<file path="src/verilog/uscf_regs.vh">
// Register indices, field positions, reset values and timing counts of the serial port
`ifndef USCF_REGS_VH
`define USCF_REGS_VH
`define USCF_IDX_STATUS 3'h0
`define USCF_IDX_FRAME 3'h1
`define USCF_IDX_CTRL2 3'h2
`define USCF_IDX_DATA 3'h3
`define USCF_IDX_BAUD 3'h4
`define USCF_FR_GEN 7
`define USCF_FR_LEN9 6
`define USCF_FR_PEN 5
`define USCF_FR_PODD 4
`define USCF_FR_STOP2 3
`define USCF_FR_BRK 2
`define USCF_FR_TX8 0
`define USCF_C2_TXEN 7
`define USCF_C2_RXEN 6
`define USCF_C2_RIE 2
`define USCF_FRAME_RST 8'h00
`define USCF_CTRL2_RST 8'h00
`define USCF_BAUD_RST 8'h00
`define USCF_OS_LAST 4'hf
`define USCF_OS_S1 4'h7
`define USCF_OS_S2 4'h8
`define USCF_OS_S3 4'h9
`define USCF_BREAK_BITS 4'hd
`define USCF_RXFIFO_DEPTH 4
`endif

</file>
<file path="src/verilog/uscf_top.v">
// Serial port status flags, frame control, transmitter, receiver and receive FIFO
// What this block does
// - Framing error flag set on badly framed character
// - Overrun sets flag, blocks further receive transfers
// - Status read then data access clears errors
// - Receiver idle low from start to stop
// - Receive-available set on transfer; interrupt if enabled
// - Error flags set with receive-available, same cycle
// - Receive-available clears after sequence, buffer empty
// - Transmit idle when empty, nothing sent; pin high
// - Transmit idle cleared by status read, data write
// - Transmit-empty set on load; sequence clears it
// - Transmitter enable sets transmit-empty
// - Global disable floats pins; else per-direction enables
// - Disable flushes buffers, resets baud counter
// - Disable clears enables, break, flags; sets idles
// - Disable aborts traffic; re-enable keeps configuration
// - Length select picks eight or nine bits
// - Parity generated and checked only when enabled
// - Parity type: one odd, zero even
// - Stop select picks one or two stops
// - Break after buffered data, low thirteen bits minimum
// - Ninth bit received read-only, transmitted write-only
// - Parity error flag on wrong received parity
// - Noise flag with receive-available, not on overrun
// - Data bits shifted least significant first
`timescale 1ns/100ps
`include "uscf_regs.vh"

// Small receive FIFO between receiver and the data register
module uscf_fifo #(
  parameter W = 9,
  parameter D = 4,
  parameter AW = 2
) (
  input wire core_clk,
  input wire rst,
  input wire flush,
  input wire in_valid,
  output wire in_ready,
  input wire [W-1:0] in_data,
  output wire out_valid,
  input wire out_ready,
  output wire [W-1:0] out_data
);
  reg [W-1:0] mem [0:D-1]; // Storage words
  reg [AW-1:0] wp_q; // Write pointer
  reg [AW-1:0] rp_q; // Read pointer
  reg [AW:0] cnt_q; // Fill level
  wire push;
  wire pop;
  assign in_ready = (cnt_q != D[AW:0]);
  assign out_valid = (cnt_q != {(AW+1){1'b0}});
  assign out_data = mem[rp_q];
  assign push = in_valid & in_ready;
  assign pop = out_valid & out_ready;

  // Storage array has no reset; only pointers matter
  always @(posedge core_clk) begin
    if (push) begin
      mem[wp_q] <= in_data;
    end
  end

  // Pointers and level; flush drops everything
  always @(posedge core_clk or posedge rst) begin
    if (rst) begin
      wp_q <= {AW{1'b0}};
      rp_q <= {AW{1'b0}};
      cnt_q <= {(AW+1){1'b0}};
    end else if (flush) begin
      wp_q <= {AW{1'b0}};
      rp_q <= {AW{1'b0}};
      cnt_q <= {(AW+1){1'b0}};
    end else begin
      if (push) begin
        wp_q <= wp_q + 1'b1;
      end
      if (pop) begin
        rp_q <= rp_q + 1'b1;
      end
      if (push & ~pop) begin
        cnt_q <= cnt_q + 1'b1;
      end else if (pop & ~push) begin
        cnt_q <= cnt_q - 1'b1;
      end
    end
  end
endmodule // uscf_fifo

// Serial port core with its register port
module uscf_top (
  input wire core_clk,
  input wire rst,
  input wire [2:0] reg_addr,
  input wire reg_wr,
  input wire reg_rd,
  input wire [7:0] reg_wdata,
  output wire [7:0] reg_rdata,
  input wire serial_in_pin,
  output wire serial_out_pin,
  output wire serial_out_pin_oe,
  output wire receive_irq
);
  localparam TX_IDLE = 3'b001;
  localparam TX_SEND = 3'b010;
  localparam TX_BRK = 3'b100;
  localparam RX_IDLE = 3'b001;
  localparam RX_START = 3'b010;
  localparam RX_BITS = 3'b100;

  // Control registers
  reg gen_q; // Global enable
  reg len9_q; // Nine data bits
  reg pen_q; // Parity enable
  reg podd_q; // Odd parity
  reg stop2_q; // Two stop bits
  reg brk_q; // Break request
  reg tx8_q; // Ninth transmit bit, write-only
  reg [7:0] ctrl2_q; // Second control register
  reg [7:0] baud_q; // Baud divisor
  reg [7:0] rdata_q; // Read data, registered
  // Status flags
  reg perr_q;
  reg nf_q;
  reg ferr_q;
  reg oerr_q;
  reg txif_q;
  reg arm_q; // Status read seen, awaiting data access
  reg arm_rx_q; // Status read saw receive-available
  reg arm_tx_q; // Status read saw transmit-empty
  reg txen_prev_q; // Edge detect for transmitter enable
  // Baud and machines
  reg [7:0] bcnt_q;
  reg [2:0] tx_st_q;
  reg [3:0] tx_os_q;
  reg [3:0] tx_left_q;
  reg [12:0] tx_sh_q;
  reg [8:0] hold_q; // Transmit data register
  reg pend_q; // Transmit data register full
  reg [2:0] rx_st_q;
  reg [3:0] rx_os_q;
  reg [3:0] rx_idx_q;
  reg [11:0] rx_bits_q; // Room for nine data, parity and two stops
  reg rx_a_q;
  reg rx_b_q;
  reg rx_nz_q;
  reg [2:0] rx_sync_q; // Three-stage pin synchroniser
  reg rx_line_q; // Filtered line level
  reg rx_done_q; // Frame complete pulse
  reg [12:0] tx_frame;

  wire txen = ctrl2_q[`USCF_C2_TXEN];
  wire rxen = ctrl2_q[`USCF_C2_RXEN];
  wire st_rd = reg_rd & (reg_addr == `USCF_IDX_STATUS);
  wire dat_rd = reg_rd & (reg_addr == `USCF_IDX_DATA);
  wire dat_wr = reg_wr & (reg_addr == `USCF_IDX_DATA);
  wire dat_acc = dat_rd | dat_wr;
  wire fr_wr = reg_wr & (reg_addr == `USCF_IDX_FRAME);
  wire dis_evt = fr_wr & ~reg_wdata[`USCF_FR_GEN] & gen_q;
  // Disable write resets both sides at once, so idles read set right after it
  wire tx_clr = ~gen_q | ~txen | dis_evt;
  wire rx_clr = ~gen_q | ~rxen | dis_evt;
  wire os_tick = gen_q & (bcnt_q == baud_q);
  wire [3:0] nd = len9_q ? 4'd9 : 4'd8;
  wire [3:0] nbits = nd + {3'b000, pen_q} + (stop2_q ? 4'd2 : 4'd1);
  wire fifo_in_ready;
  wire fifo_out_valid;
  wire [8:0] fifo_out_data;
  wire [8:0] rx_word = len9_q ? rx_bits_q[8:0] : {1'b0, rx_bits_q[7:0]};
  wire rx_par = rx_bits_q[nd];
  wire rx_stop = rx_bits_q[nd + {3'b000, pen_q}];
  wire rx_perr = pen_q & ((^rx_word) ^ rx_par ^ podd_q);
  wire rx_ferr = ~rx_stop;
  wire push = rx_done_q & ~rx_clr & ~oerr_q & fifo_in_ready;
  wire ovr = rx_done_q & ~rx_clr & (oerr_q | ~fifo_in_ready);
  wire pop = dat_rd & arm_rx_q;
  wire rxif = fifo_out_valid;
  wire ridle = (rx_st_q == RX_IDLE);
  wire tidle = txif_q & ~pend_q & (tx_st_q == TX_IDLE);
  wire [7:0] status = {perr_q, nf_q, ferr_q, oerr_q, ridle, rxif, tidle, txif_q};
  wire rx_maj = (rx_a_q & rx_b_q) | (rx_a_q & rx_line_q) | (rx_b_q & rx_line_q);
  wire rx_noise = ~((rx_a_q == rx_b_q) & (rx_b_q == rx_line_q));
  integer i;

  assign reg_rdata = rdata_q;
  assign receive_irq = ctrl2_q[`USCF_C2_RIE] & rxif;
  assign serial_out_pin_oe = gen_q & txen;
  assign serial_out_pin = (tx_st_q == TX_SEND) ? tx_sh_q[0] : ~(tx_st_q == TX_BRK);

  // Receive FIFO; flushed whenever the receiver is off
  uscf_fifo #(
    .W(9),
    .D(`USCF_RXFIFO_DEPTH),
    .AW(2)
  ) u_rxfifo (
    .core_clk(core_clk),
    .rst(rst),
    .flush(rx_clr | dis_evt),
    .in_valid(push),
    .in_ready(fifo_in_ready),
    .in_data(rx_word),
    .out_valid(fifo_out_valid),
    .out_ready(pop),
    .out_data(fifo_out_data)
  );

  // Transmit frame: start, data LSB first, parity, stops as ones
  always @* begin
    tx_frame = 13'h1fff;
    tx_frame[0] = 1'b0;
    for (i = 0; i < 9; i = i + 1) begin
      if (i < nd) begin
        tx_frame[i+1] = hold_q[i];
      end
    end
    if (pen_q) begin
      tx_frame[nd+1] = (^(len9_q ? hold_q : {1'b0, hold_q[7:0]})) ^ podd_q;
    end
  end

  // Register writes and readback; disable also clears enables and break
  always @(posedge core_clk or posedge rst) begin
    if (rst) begin
      gen_q <= 1'b0;
      len9_q <= 1'b0;
      pen_q <= 1'b0;
      podd_q <= 1'b0;
      stop2_q <= 1'b0;
      brk_q <= 1'b0;
      tx8_q <= 1'b0;
      ctrl2_q <= `USCF_CTRL2_RST;
      baud_q <= `USCF_BAUD_RST;
      rdata_q <= 8'h00;
    end else begin
      if (fr_wr) begin
        gen_q <= reg_wdata[`USCF_FR_GEN];
        len9_q <= reg_wdata[`USCF_FR_LEN9];
        pen_q <= reg_wdata[`USCF_FR_PEN];
        podd_q <= reg_wdata[`USCF_FR_PODD];
        stop2_q <= reg_wdata[`USCF_FR_STOP2];
        brk_q <= reg_wdata[`USCF_FR_BRK] & reg_wdata[`USCF_FR_GEN];
        tx8_q <= reg_wdata[`USCF_FR_TX8];
      end
      if (dis_evt) begin
        ctrl2_q[`USCF_C2_TXEN] <= 1'b0;
        ctrl2_q[`USCF_C2_RXEN] <= 1'b0;
      end else if (reg_wr & (reg_addr == `USCF_IDX_CTRL2)) begin
        ctrl2_q <= reg_wdata;
      end
      if (reg_wr & (reg_addr == `USCF_IDX_BAUD)) begin
        baud_q <= reg_wdata;
      end
      if (reg_rd) begin
        case (reg_addr)
          `USCF_IDX_STATUS: rdata_q <= status;
          // Ninth received bit read-only, ninth transmit bit reads zero
          `USCF_IDX_FRAME: rdata_q <= {gen_q, len9_q, pen_q, podd_q, stop2_q, brk_q,
                                       fifo_out_data[8], 1'b0};
          `USCF_IDX_CTRL2: rdata_q <= ctrl2_q;
          `USCF_IDX_DATA: rdata_q <= fifo_out_data[7:0];
          `USCF_IDX_BAUD: rdata_q <= baud_q;
          default: rdata_q <= 8'h00; // Unmapped reads zero
        endcase
      end
    end
  end

  // Error flags and clear sequence; a new set beats a same-cycle clear
  always @(posedge core_clk or posedge rst) begin
    if (rst) begin
      perr_q <= 1'b0;
      nf_q <= 1'b0;
      ferr_q <= 1'b0;
      oerr_q <= 1'b0;
      arm_q <= 1'b0;
      arm_rx_q <= 1'b0;
      arm_tx_q <= 1'b0;
    end else if (dis_evt | ~gen_q) begin
      perr_q <= 1'b0;
      nf_q <= 1'b0;
      ferr_q <= 1'b0;
      oerr_q <= 1'b0;
      arm_q <= 1'b0;
      arm_rx_q <= 1'b0;
      arm_tx_q <= 1'b0;
    end else begin
      if (st_rd) begin
        arm_q <= 1'b1;
        arm_rx_q <= rxif;
        arm_tx_q <= txif_q;
      end else if (dat_acc) begin
        arm_q <= 1'b0;
        arm_rx_q <= 1'b0;
        arm_tx_q <= 1'b0;
      end
      // Errors land with the word, same edge as receive-available
      if (push & rx_perr) begin
        perr_q <= 1'b1;
      end else if (dat_acc & arm_q) begin
        perr_q <= 1'b0;
      end
      if (push & rx_nz_q) begin
        nf_q <= 1'b1;
      end else if (dat_acc & arm_q) begin
        nf_q <= 1'b0;
      end
      if (push & rx_ferr) begin
        ferr_q <= 1'b1;
      end else if (dat_acc & arm_q) begin
        ferr_q <= 1'b0;
      end
      if (ovr) begin
        oerr_q <= 1'b1;
      end else if (dat_acc & arm_q) begin
        oerr_q <= 1'b0;
      end
    end
  end

  // Oversample divider; held at zero while disabled
  always @(posedge core_clk or posedge rst) begin
    if (rst) begin
      bcnt_q <= 8'h00;
    end else if (~gen_q | os_tick) begin
      bcnt_q <= 8'h00;
    end else begin
      bcnt_q <= bcnt_q + 8'h01;
    end
  end

  // Transmit data register and empty flag
  always @(posedge core_clk or posedge rst) begin
    if (rst) begin
      txif_q <= 1'b1;
      pend_q <= 1'b0;
      hold_q <= 9'h000;
      txen_prev_q <= 1'b0;
    end else begin
      txen_prev_q <= txen & gen_q;
      if (tx_clr) begin
        txif_q <= 1'b1;
        pend_q <= 1'b0;
      end else if ((tx_st_q == TX_IDLE) & pend_q) begin
        txif_q <= 1'b1;
        pend_q <= 1'b0;
      end else if (~txen_prev_q) begin
        txif_q <= 1'b1;
      end else if (dat_wr & arm_tx_q) begin
        txif_q <= 1'b0;
        pend_q <= 1'b1;
      end
      if (dat_wr) begin
        hold_q <= {tx8_q, reg_wdata};
      end
    end
  end

  // Transmitter: frame shifting and break
  always @(posedge core_clk or posedge rst) begin
    if (rst) begin
      tx_st_q <= TX_IDLE;
      tx_os_q <= 4'h0;
      tx_left_q <= 4'h0;
      tx_sh_q <= 13'h1fff;
    end else if (tx_clr) begin
      tx_st_q <= TX_IDLE;
      tx_os_q <= 4'h0;
      tx_left_q <= 4'h0;
      tx_sh_q <= 13'h1fff;
    end else begin
      case (tx_st_q)
        TX_IDLE: begin
          tx_os_q <= 4'h0;
          if (pend_q) begin
            tx_sh_q <= tx_frame;
            tx_left_q <= nbits + 4'd1;
            tx_st_q <= TX_SEND;
          end else if (brk_q) begin
            tx_left_q <= 4'h0;
            tx_st_q <= TX_BRK;
          end
        end
        TX_SEND: begin
          if (os_tick) begin
            tx_os_q <= tx_os_q + 4'h1;
            if (tx_os_q == `USCF_OS_LAST) begin
              tx_sh_q <= {1'b1, tx_sh_q[12:1]};
              tx_left_q <= tx_left_q - 4'h1;
              if (tx_left_q == 4'h1) begin
                tx_st_q <= TX_IDLE;
              end
            end
          end
        end
        TX_BRK: begin
          // Counts whole bit times, saturating at the minimum length
          if (os_tick) begin
            tx_os_q <= tx_os_q + 4'h1;
            if ((tx_os_q == `USCF_OS_LAST) & (tx_left_q != `USCF_BREAK_BITS)) begin
              tx_left_q <= tx_left_q + 4'h1;
            end
          end
          if ((tx_left_q == `USCF_BREAK_BITS) & ~brk_q) begin
            tx_st_q <= TX_IDLE;
          end
        end
        default: tx_st_q <= TX_IDLE;
      endcase
    end
  end

  // Pin synchroniser; a change counts once stages two and three agree
  always @(posedge core_clk or posedge rst) begin
    if (rst) begin
      rx_sync_q <= 3'b111;
      rx_line_q <= 1'b1;
    end else begin
      rx_sync_q <= {rx_sync_q[1:0], serial_in_pin};
      if (rx_sync_q[1] == rx_sync_q[2]) begin
        rx_line_q <= rx_sync_q[2];
      end
    end
  end

  // Receiver: three mid-bit samples, majority vote, noise on disagreement
  always @(posedge core_clk or posedge rst) begin
    if (rst) begin
      rx_st_q <= RX_IDLE;
      rx_os_q <= 4'h0;
      rx_idx_q <= 4'h0;
      rx_bits_q <= 12'h000;
      rx_a_q <= 1'b1;
      rx_b_q <= 1'b1;
      rx_nz_q <= 1'b0;
      rx_done_q <= 1'b0;
    end else if (rx_clr) begin
      rx_st_q <= RX_IDLE;
      rx_os_q <= 4'h0;
      rx_idx_q <= 4'h0;
      rx_nz_q <= 1'b0;
      rx_done_q <= 1'b0;
    end else begin
      rx_done_q <= 1'b0;
      case (rx_st_q)
        RX_IDLE: begin
          rx_os_q <= 4'h0;
          if (~rx_line_q) begin
            rx_nz_q <= 1'b0;
            rx_st_q <= RX_START;
          end
        end
        RX_START, RX_BITS: begin
          if (os_tick) begin
            rx_os_q <= rx_os_q + 4'h1;
            if (rx_os_q == `USCF_OS_S1) begin
              rx_a_q <= rx_line_q;
            end
            if (rx_os_q == `USCF_OS_S2) begin
              rx_b_q <= rx_line_q;
            end
            if (rx_os_q == `USCF_OS_S3) begin
              if (rx_noise) begin
                rx_nz_q <= 1'b1;
              end
              if (rx_st_q == RX_START) begin
                if (rx_maj) begin
                  rx_st_q <= RX_IDLE; // False start, glitch rejected
                end
              end else begin
                rx_bits_q[rx_idx_q] <= rx_maj;
              end
            end
            if (rx_os_q == `USCF_OS_LAST) begin
              if (rx_st_q == RX_START) begin
                rx_idx_q <= 4'h0;
                rx_st_q <= RX_BITS;
              end else if (rx_idx_q == nbits - 4'd1) begin
                rx_done_q <= 1'b1;
                rx_st_q <= RX_IDLE;
              end else begin
                rx_idx_q <= rx_idx_q + 4'h1;
              end
            end
          end
        end
        default: rx_st_q <= RX_IDLE;
      endcase
    end
  end
endmodule // uscf_top

</file>
<file path="config.mk">
export PLATFORM = sky130hd
export DESIGN_NAME = uscf_top
export DESIGN_NICKNAME = d
export VERILOG_FILES = /design/src/verilog/uscf_top.v
export VERILOG_INCLUDE_DIRS = /design/src /design/src/verilog
export SDC_FILE = /design/constraint.sdc
export NUM_CORES = 1
export LEC_CHECK = 0
export BUFFER_PORTS_ARGS = -buffer_cell sky130_fd_sc_hd__clkbuf_2
export CAP_MARGIN = 40
export CORE_MARGIN = 1
export CORE_UTILIZATION = 62
export DETAILED_ROUTE_END_ITERATION = 8
export PLACE_DENSITY = 0.8
export SLEW_MARGIN = 5
export SYNTH_ARGS = -nofsm -noshare
export SYNTH_HDL_FRONTEND = slang
export SYNTH_SLANG_ARGS = --single-unit
</file>
<file path="constraint.sdc">
create_clock -name core_clk -period 5.5 [get_ports core_clk]
set_clock_uncertainty 0.1 [all_clocks]
set_input_delay 1.65 -clock core_clk [delete_from_list [all_inputs] [get_ports core_clk]]
set_output_delay 1.65 -clock core_clk [all_outputs]
set_load 0.05 [all_outputs]
</file>
==> metrics.md, run 1 <==
| Metric | Value |
|---|---|
| PwrDens | 348 nW/um2 |
| Deepest clock path buffer count | 2 |
| Synth cell types | 71 |
| Adder-cell share of the synthesized area | 0.0443 |
| Maximum vdd drop | 227 uV |
| Largest family of logic cells by synthesized area | simple AND/OR/NAND/NOR gates |
| Vias per std cell | 6.36 |
| CP max stage delay | 0.41 ns |
| GP Congestion | 0.870 |
| H-tree levels | 4 |
| Post-synthesis mux area share | 0.116 |
| Initial antenna violation count | 0 |
| Detailed-placement wirelength estimate | 13.2 mm |
| CP endpoint kind | register |
| Ant diodes | 0 |
| Register clock-pin slew on the reported worst setup and hold paths | 0.06 ns |
| Fmax | between 0.2 and 0.25 GHz |
| Die H | 115 um |
| Most common cell after layout, fill and taps aside | dfrtp_1 |
| Synthesized instance count | 697 |
| CP Data Required Time | 5.75 ns |
| Area growth syn-to-layout | 10.7% |
| Largest net degree at the start of global routing | 44 |
| Placed cells | 867 |
| Final cycle utilization of the critical path | 0.747 |
| Hold Buf Count CTS | 0 |
| Clock root buffer | clkbuf_16 |
| Syn Std Cell Area | 7970 um2 |
| Max Cap Violations | 0 |
| Seq pwr share | 0.444 |
| HP Class | reg2reg |
| Pre-Repair DR Iteration Count | 7 |
| Post-synthesis compound-gate area fraction | 0.0991 |
| CP Max Fanout | 22 |
| CTS Buf Count | 17 |
| Slew Viols, Final | 0 |
| Fill cells | 898 |
| Nature of the critical path startpoint | primary input |
| RSZ-0062 raised after global routing | false |
| DRC violations left | 0 |
| Number of enable flip-flop cells after synthesis | 36 |
| DIE AREA | 13300 um2 |
| Vias in the first global route | 5718 |
| First-pass GRT wire length | about 30 mm |
| Top FF cell, synth | dfrtp_1 |
| Yosys reg bits | roughly 150 |
| Slew margin rel. | 0.364 |
| Crit path max-delay cell type | o21ai_0 |
| I/O pin total | 27 |
| Final Hold Fails | 0 |
| Core area | about 13000 um2 |
| Port bufs | 26 |
| Most frequent cells in the layout | 98 x dfrtp_1, 50 x nand2_1, 47 x mux2_2 |
| Synth Area in Simple Gates | 0.150 |
| Ys Warns | 0 |
| Tot GR Track Use | 0.313 |
| Slew of the pin with the lowest slew margin | 0.952 ns |
| Clock sink count | 154 |
| Logic pwr share | 0.166 |
| Via count | 5715 |
| WL final | 19.2 mm |
| Final setup TNS | 0 ns |
| Clk_lat worst skew | 0.43 ns |
| Syn_area_per_cell | 11.4 um2 |
| Final min period | 4.11 ns |
| Setup Viol. Count Final | 0 |
| Cell row count | 41 |
| Net Sw Power | 0.000872 W |
| Seq/Total Area, Yosys | 0.510 |
| Non-filler instance count after layout | ~900 |
| FFs w/ async S/R, synth | 0.766 |
| Initial Util | 0.634 |
| CTS tree | done |
| Status | finished clean |
| PostCTS Resize Cnt | 0 |
| Xor/xnor cell area share of the yosys netlist | 0.0487 |
| Postcts setup bufs | 0 |
| Average wire per standard cell | between 20 and 25 um |
| Grt total ovfl | 0 |
| Final antenna-violating net count | 0 |
| Critical setup path kind | in2reg |
| Layout cell share with drive strength beyond 1 | 0.216 |
| Internal | 0.00220 W |
| Starting DRT DRC Count | 701 |
| CP Data Arrival Time | 4.36 ns |
| Top delay family on crit path | simple AND/OR/NAND/NOR gates |
| Clk pwr share | 0.391 |
| Sequence of cells on the critical path | clkbuf_2, nand4bb_1, o21ai_0, nor2_1, nand2_1, inv_1, ha_1, fa_1, xnor2_1, or3_1, a21oi_1 |
| Mapped Nets | 738 |
| Leak | 3.63 nW |
| Fin nets | 755 |
| Die X | about 120 um |
| Buf/Inv on CP | 2 |
| Switch share | 0.284 |
[metal layers]
metal,global-route usage,part of all wire
met4,0.152,0.036
met5,0,0
met3,0.0648,0.070
met1,0.397,0.39
met2,0.515,0.50
[power groups by stage]
stage	logic (W)	registers, W	clock network [W]
floorplan	0.000374	0.00136	0
global placement	0.000478	0.00138	0
detailed placement	0.000497	0.00138	0
CTS	0.000507	0.00136	0.00121
global route	0.000549	0.00137	0.00126
finish	0.000510	0.00136	0.00120
[final timing paths]
kind                               from                 to  slack, ns  cells past startpoint
max in group asynchronous           rst       rx_sync_q[2]       3.17                      3
min in group asynchronous           rst       tx_left_q[1]       1.15                      2
setup / recovery            reg_addr[2]  u_rxfifo.cnt_q[2]       1.39                     11
setup reg to reg              baud_q[2]         tx_sh_q[3]       2.67                      5
hold / removal             rx_sync_q[0]       rx_sync_q[1]       0.26                      0
hold reg to reg            rx_sync_q[0]       rx_sync_q[1]       0.26                      0
[layout make-up]
| type | count | area (um2) | area share |
|---|---|---|---|
| Inverter | 28 | 108 | 0.0122 |
| Sequential cell | 154 | 4060 | 0.460 |
| Multi-Input combinational cell | 479 | 3650 | 0.414 |
| Tap cell | 172 | 215 | 0.0244 |
| Clock inverter | 14 | 173 | 0.0196 |
| Clock buffer | 18 | 429 | 0.0487 |
| Timing Repair Buffer | 34 | 188 | 0.0213 |
[sequential cells by signal (all words and copies together), names as in the netlist, 4 cells and up]
register and flops:
rx_os_q 4, u_rxfifo.mem 36, baud_q 8, rx_idx_q 4
rx_bits_q 12, hold_q 9, tx_os_q 4, bcnt_q 8
tx_left_q 4, tx_sh_q 11, ctrl2_q 8, reg_rdata 8
[cell usage after synthesis, types with 5 or more instances]
| cell type | number | area (um2) |
|---|---|---|
| nand2b_1 | 10 | 62.6 |
| a31oi_1 | 10 | 62.6 |
| or3_1 | 9 | 56.3 |
| dfstp_2 | 20 | 526 |
| o21ai_0 | 26 | 130 |
| clkbuf_1 | 25 | 93.8 |
| nor2b_1 | 11 | 68.8 |
| a211oi_1 | 7 | 52.6 |
| mux2_2 | 47 | 529 |
| nand2_1 | 50 | 188 |
| xnor2_1 | 27 | 236 |
| inv_1 | 28 | 105 |
| nor3_1 | 8 | 40.0 |
| nor2_1 | 36 | 135 |
| mux2i_1 | 9 | 90.1 |
| ha_1 | 21 | 263 |
| and3_1 | 10 | 62.6 |
| dfrtp_1 | 98 | 2450 |
| xor2_1 | 12 | 105 |
| and2_1 | 5 | 31.3 |
| o31ai_1 | 6 | 45.0 |
| o22ai_1 | 7 | 43.8 |
| mux4_2 | 13 | 293 |
| edfxtp_1 | 36 | 1080 |
| a21oi_1 | 37 | 185 |
| nand3_1 | 42 | 210 |
| buf_2 | 7 | 35.0 |
[per-stage QoR]
step | hold slack (ns) | worst slack (ns) | power, W | utilization | area (um2)
global placement | 0.248 | 1.21 | 0.00185 | 0.653 | 8210
detailed placement | 0.247 | 1.04 | 0.00188 | 0.654 | 8220
floorplan | 0.245 | 0.654 | 0.00173 | - | 7970
global route | 0.260 | 1.20 | 0.00318 | 0.702 | 8820
CTS | 0.259 | 1.45 | 0.00308 | 0.702 | 8820
finish | 0.257 | 1.39 | 0.00307 | 0.702 | 8820
[worst reg2reg max path, cell delays in order, from the launching register on]
cell and delay, ns:
dfrtp_1 0.45, xnor2_1 0.31, nand4_2 0.38, or3_4 0.55, o211ai_2 0.55, mux2_2 0.42
[cell families after synthesis]
kind of cell	count (synthesis)
mux	70
compound gates	124
xor+xnor	41
buf+inv	64
flops	154
fa+ha+maj	26
simple gates	218
Note: power is estimated with default switching activity, not from simulation.
==> run 2, diff against run 1 <==
clock period = 3.92 ns   (was 5.5 ns; I/O delays follow)
==> run 2 against run 1 <==
Net effect:
- sequential share of layout area shrank 0.59 points
- wire length shrank 3.2%
- register-to-register slack lost 1.5 ns
- worst hold slack lost 0.0018 ns
- global-route usage shrank 1.1 points
- critical path type unchanged
- largest cell class unchanged
- largest power group unchanged
==> metrics.md, run 2 (same netlist as run 1, synthesis figures left out) <==
| Metric | Value |
|---|---|
| Cell row count | 41 (unchanged) |
| Layout cell share with drive strength beyond 1 | 0.230 (+0.0137) |
| I/O pin total | 27 (unchanged) |
| Power, Total | 0.00439 W (+43%) |
| Slew margin rel. | 0.483 (+0.119) |
| CP Data Required Time | 4.18 ns (-1.57 ns) |
| Port bufs | 26 (unchanged) |
| Die H | 115 um (unchanged) |
| Sequence of cells on the critical path | clkbuf_2, nand4bb_1, o21ai_0, nor2_1, nand2_1, inv_1, ha_1, fa_1, xnor2_1, or3_1, a21oi_1 |
| Slew of the pin with the lowest slew margin | 0.773 ns (-0.179 ns) |
| Place WS | 0.387 ns (-0.657 ns) |
| Biggest regs | u_rxfifo.mem (36), rx_bits_q (12), tx_sh_q (11) |
| DIE AREA | 13300 um2 (unchanged) |
| Grt total ovfl | 0 (unchanged) |
| CTS tree | done |
| Tot GR Track Use | 0.302 (-0.0113) |
| Critical Path Stages | 11 (unchanged) |
| Postcts setup bufs | 0 (unchanged) |
| Maximum vdd drop | 290 uV (+28%) |
| Average wire per standard cell | 20.5 um (-4.1%) |
| Grt met3 use | 0.0648 (unchanged) |
| Vias per std cell | 6.22 (-2.1%) |
| Status | finished clean |
| First-pass GRT wire length | 29.6 mm (-2.9%) |
| Most Crowded Layer GR | met2 |
| Most frequent cells in the layout | 98 x dfrtp_1, 50 x nand2_1, 47 x mux2_2 |
| Slew Viols, Final | 0 (unchanged) |
| Top reg by flops | u_rxfifo.mem |
| PwrDens | 492 nW/um2 (+41%) |
| Final setup TNS | 0 ns (unchanged) |
| Starting DRT DRC Count | 551 (-21%) |
| Clk_lat worst skew | 0.43 ns (about the same) |
| Initial Util | 0.634 (unchanged) |
| Area growth syn-to-layout | 12.1% |
| Core area | 12600 um2 (unchanged) |
| CTS Buf Count | 17 (unchanged) |
| Final min period | between 3 and 4 ns |
| Via count | 5652 (-1.1%) |
| CP Max Fanout | 12 (-45%) |
| CP Data Arrival Time | 3.43 ns (-0.93 ns) |
| Clock sink count | 154 (unchanged) |
| Non-filler instance count after layout | 908 (+1.0%) |
| Hold WS | 0.255 ns (-0.00177 ns) |
| Placed cells | 876 (+1.0%) |
| Top delay family on crit path | simple AND/OR/NAND/NOR gates |
| Largest net degree at the start of global routing | 67 (+52%) |
| Max Cap Violations | 0 (unchanged) |
| Pre-Repair DR Iteration Count | 5 (-2) |
| Nature of the critical path startpoint | primary input |
| Critical setup path kind | in2reg |
| Final WS setup | 0.753 ns (-0.641 ns) |
| Register clock-pin slew on the reported worst setup and hold paths | 0.06 ns (about the same) |
| Crit path max-delay cell type | fa_1 |
| Ant diodes | 0 (unchanged) |
| HP Class | reg2reg |
| Die X | 115 um (unchanged) |
| Max reg flops | 36 (unchanged) |
| Fill cells | 873 (-2.8%) |
| Hold Buf Count CTS | 0 (unchanged) |
| Buf/Inv on CP | 2 (unchanged) |
| Hold Crit Depth | 0 (unchanged) |
| Vias in the first global route | 5592 (-2.2%) |
| DRC violations left | 0 (unchanged) |
| Reg2reg path depth | 5 (unchanged) |
| Met1 Usage GRT | 0.381 (-0.0162) |
| RSZ-0062 raised after global routing | false |
| Final Hold Fails | 0 (unchanged) |
| H-tree levels | 4 (unchanged) |
| Clock root buffer | clkbuf_16 |
| Initial antenna violation count | 0 (unchanged) |
| Setup Viol. Count Final | 0 (unchanged) |
| Leak | 3.69 nW (+1.7%) |
| GP Congestion | 0.943 (+8.4%) |
| CP endpoint kind | register |
| Fmax | ~0.32 GHz |
| Met2 Resource Use GR | 0.493 (-0.0220) |
| Deepest clock path buffer count | 2 (unchanged) |
| Fin nets | 764 (+1.2%) |
| Most common cell after layout, fill and taps aside | dfrtp_1 |
| WL final | 18.6 mm (-3.2%) |
| PostCTS Resize Cnt | 0 (unchanged) |
| CP max stage delay | 0.39 ns (-0.02 ns) |
| Detailed-placement wirelength estimate | 13.0 mm (-1.2%) |
| Final antenna-violating net count | 0 (unchanged) |
| Final cycle utilization of the critical path | 0.808 |
-- run 2: cell types whose count changed in the layout (fill, tap and decap cells not counted), sizes merged --
| cell | change |
|---|---|
| buf | +9 |
| inv | -1 |
| clkinvlp | +2 |
| bufinv | +1 |
| clkinv | -2 |
-- run 2: routing by layer --
layer  vias to the layer above  share of wire
met2                       214           0.50
met3                        45          0.051
met4                         0          0.030
met1                      2821           0.42
met5                         -              0
li1                       2572              -
-- run 2: stage by stage --
stage                     area (um2)   util
after detailed placement        8300  0.660
after global routing            8930  0.711
after global placement          8300  0.660
after CTS                       8930  0.711
after floorplan                 7970      -
final                           8930  0.711
-- run 2: path summary, 6_finish.rpt --
kind	start	endpoint	slack, ns
max in group asynchronous	rst	rx_sync_q[2]	2.12
min in group asynchronous	rst	tx_st_q[1]	0.76
worst max-delay path	reg_addr[1]	u_rxfifo.cnt_q[2]	0.75
worst min-delay path	rx_sync_q[0]	rx_sync_q[1]	0.25
worst min register to register	rx_sync_q[0]	rx_sync_q[1]	0.25
worst max register to register	bcnt_q[0]	tx_sh_q[7]	1.17
-- run 2: final cells by class --
class	instances	area, um2	share of cell area
Clock buffer	18	439	0.0492
Multi-Input combinational cell	479	3650	0.408
Inverter	28	109	0.0122
Timing Repair Buffer	43	270	0.0303
Clock inverter	14	193	0.0216
Tap cell	172	215	0.0241
Sequential cell	154	4060	0.454
-- run 2: report_power, final --
part	total (W)	switching (W)	internal, W
Combinational	0.000720	0.000400	0.000320
Sequential	0.00191	0.000139	0.00177
Clock	0.00176	0.000674	0.00108
-- run 2: worst reg2reg max path, stage by stage, from the launching register on --
cell and delay [ns]:
dfrtp_1 0.45, xnor2_1 0.23, nand4_2 0.40, or3_4 0.57
o211ai_2 0.53, mux2_2 0.40
